$ cat config.mk
export PLATFORM = sky130hd
export DESIGN_NAME = sto_monitor
export DESIGN_NICKNAME = d
export VERILOG_FILES = /design/src/rtl/sto_pkg.sv /design/src/rtl/sto_filter.sv /design/src/rtl/sto_monitor.sv
export SDC_FILE = /design/constraint.sdc
export NUM_CORES = 1
export LEC_CHECK = 0
export ABC_AREA = 1
export BUFFER_PORTS_ARGS = -buffer_cell sky130_fd_sc_hd__buf_2
export CAP_MARGIN = 20
export CORE_ASPECT_RATIO = 0.75
export CORE_MARGIN = 10
export CORE_UTILIZATION = 54
export DETAILED_ROUTE_END_ITERATION = 10
export PLACE_DENSITY = 0.81
export SLEW_MARGIN = 20
export SYNTH_ARGS = -nofsm -noshare
export SYNTH_HDL_FRONTEND = slang
export SYNTH_SLANG_ARGS = --single-unit
$ cat constraint.sdc
create_clock -name mclk -period 1.27 [get_ports mclk]
set_input_delay 0.254 -clock mclk [delete_from_list [all_inputs] [get_ports mclk]]
set_output_delay 0.254 -clock mclk [all_outputs]
set_load 0.005 [all_outputs]
$ cat src/rtl/sto_pkg.sv
package sto_pkg;
	// clock and test pulse timing
	localparam int CLK_HZ = 10000000;
	localparam int TEST_PULSE_US = 1000;
	// least time beyond test pulse, rounded up in cycles
	localparam int FILT_CYCLES = (TEST_PULSE_US * (CLK_HZ / 1000000)) + 1;
	localparam int FILT_W = 14;
	// reset values
	localparam logic RST_SHUTOFF = 1'b1;
	localparam logic RST_ALARM = 1'b0;

	typedef struct packed {
		logic input_a;
		logic input_b;
	} sto_in_t;

	typedef struct packed {
		logic mon_a;
		logic mon_b;
		logic mon_both;
	} sto_mon_t;
endpackage

$ cat src/rtl/sto_filter.sv
`timescale 1ns/1ps
module sto_filter #(
	parameter int FILT = sto_pkg::FILT_CYCLES,
	parameter int W = sto_pkg::FILT_W
) (
	// clock and reset
	input wire logic mclk,
	input wire logic rst,
	// synchronised closed level in, filtered closed level out
	input wire logic closed_in,
	output logic closed_out
);
	logic [W-1:0] cnt;
	logic [W-1:0] next_cnt;
	logic next_closed_out;

	// open must persist past the test pulse; closing is taken at once
	always_comb begin
		next_cnt = '0;
		next_closed_out = closed_out;
		if (closed_in) begin
			next_closed_out = 1'b1;
		end else if (closed_out) begin
			if (cnt >= W'(FILT - 1)) begin
				next_closed_out = 1'b0;
			end else begin
				next_cnt = cnt + W'(1);
			end
		end
	end

	always_ff @(posedge mclk or posedge rst) begin
		if (rst) begin
			cnt <= '0;
			closed_out <= 1'b0;
		end else begin
			cnt <= next_cnt;
			closed_out <= next_closed_out;
		end
	end
endmodule

$ cat src/rtl/sto_monitor.sv
// What this block does
// - input a open requests torque off
// - input b open requests torque off
// - monitor a conducts while input a off
// - monitor b conducts while input b off
// - both-monitor path conducts only both off
// - either input off shuts base drive
// - release only when both inputs closed
// - off while running: brake stop, alarm
`timescale 1ns/1ps
module sto_monitor #(
	parameter int FILT = sto_pkg::FILT_CYCLES
) (
	// clock and reset
	input wire logic mclk,
	input wire logic rst,
	// shut-off pins, high when closed
	input wire logic torque_off_input_a,
	input wire logic torque_off_input_b,
	// drive status and alarm clear
	input wire logic motor_running,
	input wire logic alarm_clear,
	// monitor outputs, high when conducting
	output logic shutoff_monitor_out_a,
	output logic shutoff_monitor_out_b,
	output logic shutoff_monitor_both,
	// power stage control
	output logic base_drive_shutoff,
	output logic dynamic_brake,
	output logic shutoff_timing_alarm
);
	sto_pkg::sto_in_t sync1;
	sto_pkg::sto_in_t sync2;
	sto_pkg::sto_in_t filt;
	logic filt_a;
	logic filt_b;
	sto_pkg::sto_mon_t mon;
	sto_pkg::sto_mon_t next_mon;
	logic next_shutoff;
	logic next_alarm;
	logic next_brake;

	always_ff @(posedge mclk or posedge rst) begin
		if (rst) begin
			sync1 <= '0;
			sync2 <= '0;
		end else begin
			sync1 <= '{input_a: torque_off_input_a, input_b: torque_off_input_b};
			sync2 <= sync1;
		end
	end

	sto_filter #(.FILT(FILT), .W(sto_pkg::FILT_W)) u_filt_a (
		.mclk(mclk),
		.rst(rst),
		.closed_in(sync2.input_a),
		.closed_out(filt_a)
	);

	sto_filter #(.FILT(FILT), .W(sto_pkg::FILT_W)) u_filt_b (
		.mclk(mclk),
		.rst(rst),
		.closed_in(sync2.input_b),
		.closed_out(filt_b)
	);

	// one driver for the whole filtered struct
	assign filt = '{input_a: filt_a, input_b: filt_b};

	always_comb begin
		next_mon.mon_a = ~filt.input_a;
		next_mon.mon_b = ~filt.input_b;
		next_mon.mon_both = ~filt.input_a & ~filt.input_b;
		// release needs both closed, else shut off
		next_shutoff = ~(filt.input_a & filt.input_b);
		next_alarm = shutoff_timing_alarm;
		next_brake = dynamic_brake;
		if (alarm_clear & ~next_shutoff) begin
			next_alarm = 1'b0;
			next_brake = 1'b0;
		end
		// event wins over clear
		if (next_shutoff & ~base_drive_shutoff & motor_running) begin
			next_alarm = 1'b1;
			next_brake = 1'b1;
		end
	end

	always_ff @(posedge mclk or posedge rst) begin
		if (rst) begin
			mon <= '{mon_a: 1'b1, mon_b: 1'b1, mon_both: 1'b1};
			base_drive_shutoff <= sto_pkg::RST_SHUTOFF;
			shutoff_timing_alarm <= sto_pkg::RST_ALARM;
			dynamic_brake <= 1'b0;
		end else begin
			mon <= next_mon;
			base_drive_shutoff <= next_shutoff;
			shutoff_timing_alarm <= next_alarm;
			dynamic_brake <= next_brake;
		end
	end

	assign shutoff_monitor_out_a = mon.mon_a;
	assign shutoff_monitor_out_b = mon.mon_b;
	assign shutoff_monitor_both = mon.mon_both;
endmodule

==> results.txt <==
largest area contributor in the netlist - dfrtp_1
Net Switching - 0.545 mW
Synth Area in Adders - 2.55%
initial DRC count - 161
CTS tree - done
worst vdd ir - 0.000561 V
Final setup viols - 4
drt drc - 0
# rows - 18
total clock sinks - 39
post-synthesis mux area share - 0%
Area Overhead vs Synth - 28.3%
Post-Place Cells - 300
DP Area - 2120 um^2
Pint - 1.72 mW
post-synthesis compound-gate area fraction - 0.510%
final instance area - 2520 um^2
Critical R2R Launch - u_filt_a.cnt[5]$_DFF_PP0_
total power draw - 2.26 mW
Post-Synth XOR/XNOR Area - 5.80%
Setup crit start kind - flop
Worst EP required - 1.49 ns
GRT Overall Usage - 12.7%
top post-synthesis cells by count - nand2_1 (61), nor2_1 (37), dfrtp_1 (35)
antenna violations before repair - 0
Syn. warnings - 0
actual slew at the worst max-slew pin - 0.366 ns
prevailing post-synth register cell - dfrtp_1
post-route setup slack - -0.0265 ns
pin count of the biggest net entering global routing - 40
Rel. slew slack - 75.6%
status - complete, but fails checks
Die ar. - 6470 um^2
count of final hold-check violations - 0
I/O Pins - 12
Port Buf Inserts - 11
core area - 3400 um^2
Post-Syn Area - 1960 um^2
drt via density - 5.19
Root Driver - clkbuf_8
Die W - 89.6 um
hold crit path type - in -> reg
fin nets - 288
Post-Synth Simple-Gate Area - 33.5%
later-pin clock latency in the skew report - 0.29 ns
FFs w/ async S/R, synth - 100%
RSZ-0062 raised after global routing - yes
main combinational cell family by area after synthesis - simple AND/OR/NAND/NOR gates
count of cell types in the netlist - 17
Setup Skew - 0.0135 ns
f_max - 771 MHz
Avg Cell Area, Syn - 8.39 um^2
synthesized flop and latch total - 39
ANT cells - 0
Worst setup EP type - flop
top-area cell type share of the netlist area - 44.6%
switch share - 24.1%
CTS buffer count - 5
post-route ant nets - 0
cells after synthesis - 234
DP HPWL - 2430 um
DRT Pass-1 Iters - 4
Critical Path AT - 1.52 ns
crit-path max FO - 7
die height - 72.2 um
initial core utilization - 57.7%
Clk pwr share - 36.0%
remaining global-route overflow - 0
via count - 1707
Seq pwr share - 56.7%
final period utilization - 102%
MaxCap Viol Count - 0
Max clock buf depth - 2
htree depth - 2
register area share after synthesis - 50.0%
failing checks - setup timing
clock period minus worst slack - 1.30 ns
PwrDens - 899 nW/um^2
synth top area cells - dfrtp_1 (45%), nand2_1 (12%), nor2_1 (7.1%), inv_1 (6.1%), dfstp_2 (5.4%)
pre-CTS setup slack - -0.0696 ns
Lkg Pwr - 1.16 nW
CTS clk-pin slew, worst paths - 0.08 ns
non-filler cells in the finished layout - 329
global-route wire length before repair - 6520 um
most frequent cell after synthesis - nand2_1
Max Slew Vio Count - 0
Routed WL - 4540 um
RD Place Congestion - 0.845
Post-synth EDFFs - 0
WL per Instance - 13.8 um
HP Start - torque_off_input_a
critical path startpoint - u_filt_a.cnt[5]$_DFF_PP0_
share of post-route cells with drive strength above 1 - 34.4%
Net Count, Synth - 244
Comb pwr share - 7.2%
Setup CP Type - reg -> reg
# fillers - 216
vias in the first global route - 1497
final cells by class:
class	count	area (um^2)	share of cell area, %
clock buffer	6	72.6	2.88
clock inverter	2	12.5	0.497
inverter	32	120	4.77
multi-input combinational	162	983	39.0
sequential	39	982	39.0
tap	50	62.6	2.48
timing repair buffer	38	285	11.3
path summary, 6_finish.rpt:
check | end | cells after the start | slack (ns)
min in group asynchronous | u_filt_a.cnt[2]$_DFF_PP0_ | 4 | 0.54
setup reg to reg | u_filt_a.cnt[8]$_DFF_PP0_ | 7 | -0.03
setup / recovery | u_filt_a.cnt[8]$_DFF_PP0_ | 7 | -0.03
hold / removal | sync1[1]$_DFF_PP0_ | 1 | 0.06
max in group asynchronous | shutoff_monitor_out_b$_DFF_PP1_ | 4 | 0.47
hold reg to reg | sync2[0]$_DFF_PP0_ | 0 | 0.36
state kept, by name (all words and copies together), names as in the netlist, 2 cells and up:
register and cells:
u_filt_a.cnt 14, u_filt_b.cnt 14, sync1 2, sync2 2
logic make-up after synthesis:
group	count (synthesis)
compound gates	1
xor+xnor	13
fa+ha+maj	4
buf+inv	35
flops	39
simple gates	142
placed cells by master (no fill, tap or decap), drive strengths merged:
cell type | Yosys | routed
clkbuf | 0 | 6
nor2 | 55 | 56
nand3 | 16 | 17
dlygate4sd3 | 0 | 1
dfrtp | 35 | 35
xor2 | 6 | 6
dfstp | 4 | 4
a32o | 1 | 1
buf | 3 | 37
inv | 32 | 32
xnor2 | 7 | 7
nand2 | 64 | 64
ha | 4 | 4
clkinv | 0 | 1
clkinvlp | 0 | 1
nand4 | 7 | 7
per-stage QoR:
stage	TNS (ns)	hold slack, ns	utilization [%]
after floorplan	0	0.285	-
after global placement	0	0.318	62.4
after detailed placement	-0.299	0.317	62.4
after CTS	-0.0111	0.0575	67.0
after global routing	-2.11	0.0586	74.1
final	-0.0588	0.0632	74.1
critical path, cell delays in order (launching register included):
cell,delay (ns)
dfrtp_1,0.45
nor2_2,0.14
nand2_1,0.07
nand2_1,0.08
nand2_2,0.06
nand2_4,0.11
nand3_4,0.15
nor2_2,0.16
repair_timing:
item / in CTS / in global routing
hold buffers: 1 / 0
endpoints found under the setup margin: 9 / 28
hold endpoints to repair: 4 / 0
gates resized for setup: 3 / 32
pin swaps: 0 / 9
cloned: 0 / 2
buffers inserted: 5 / 13
power by group through the flow:
stage          clock network (mW)  registers, mW  logic (mW)
6_report                    0.816           1.28       0.164
5_1_grt                     0.879           1.29       0.184
4_1_cts                     0.835           1.28       0.130
3_5_place_dp                    0           1.31       0.107
3_3_place_gp                    0           1.30       0.103
2_1_floorplan                   0           1.30      0.0779
metal layers:
metal  track usage [%]  vias up  wire length (um)
met5                 0        -                 0
met4              6.51        0               110
met3              3.91       10               315
met2              19.0       67              2120
met1              16.3      828              1990
li1                  -      802                 -
(Power assumes the default switching activity.)
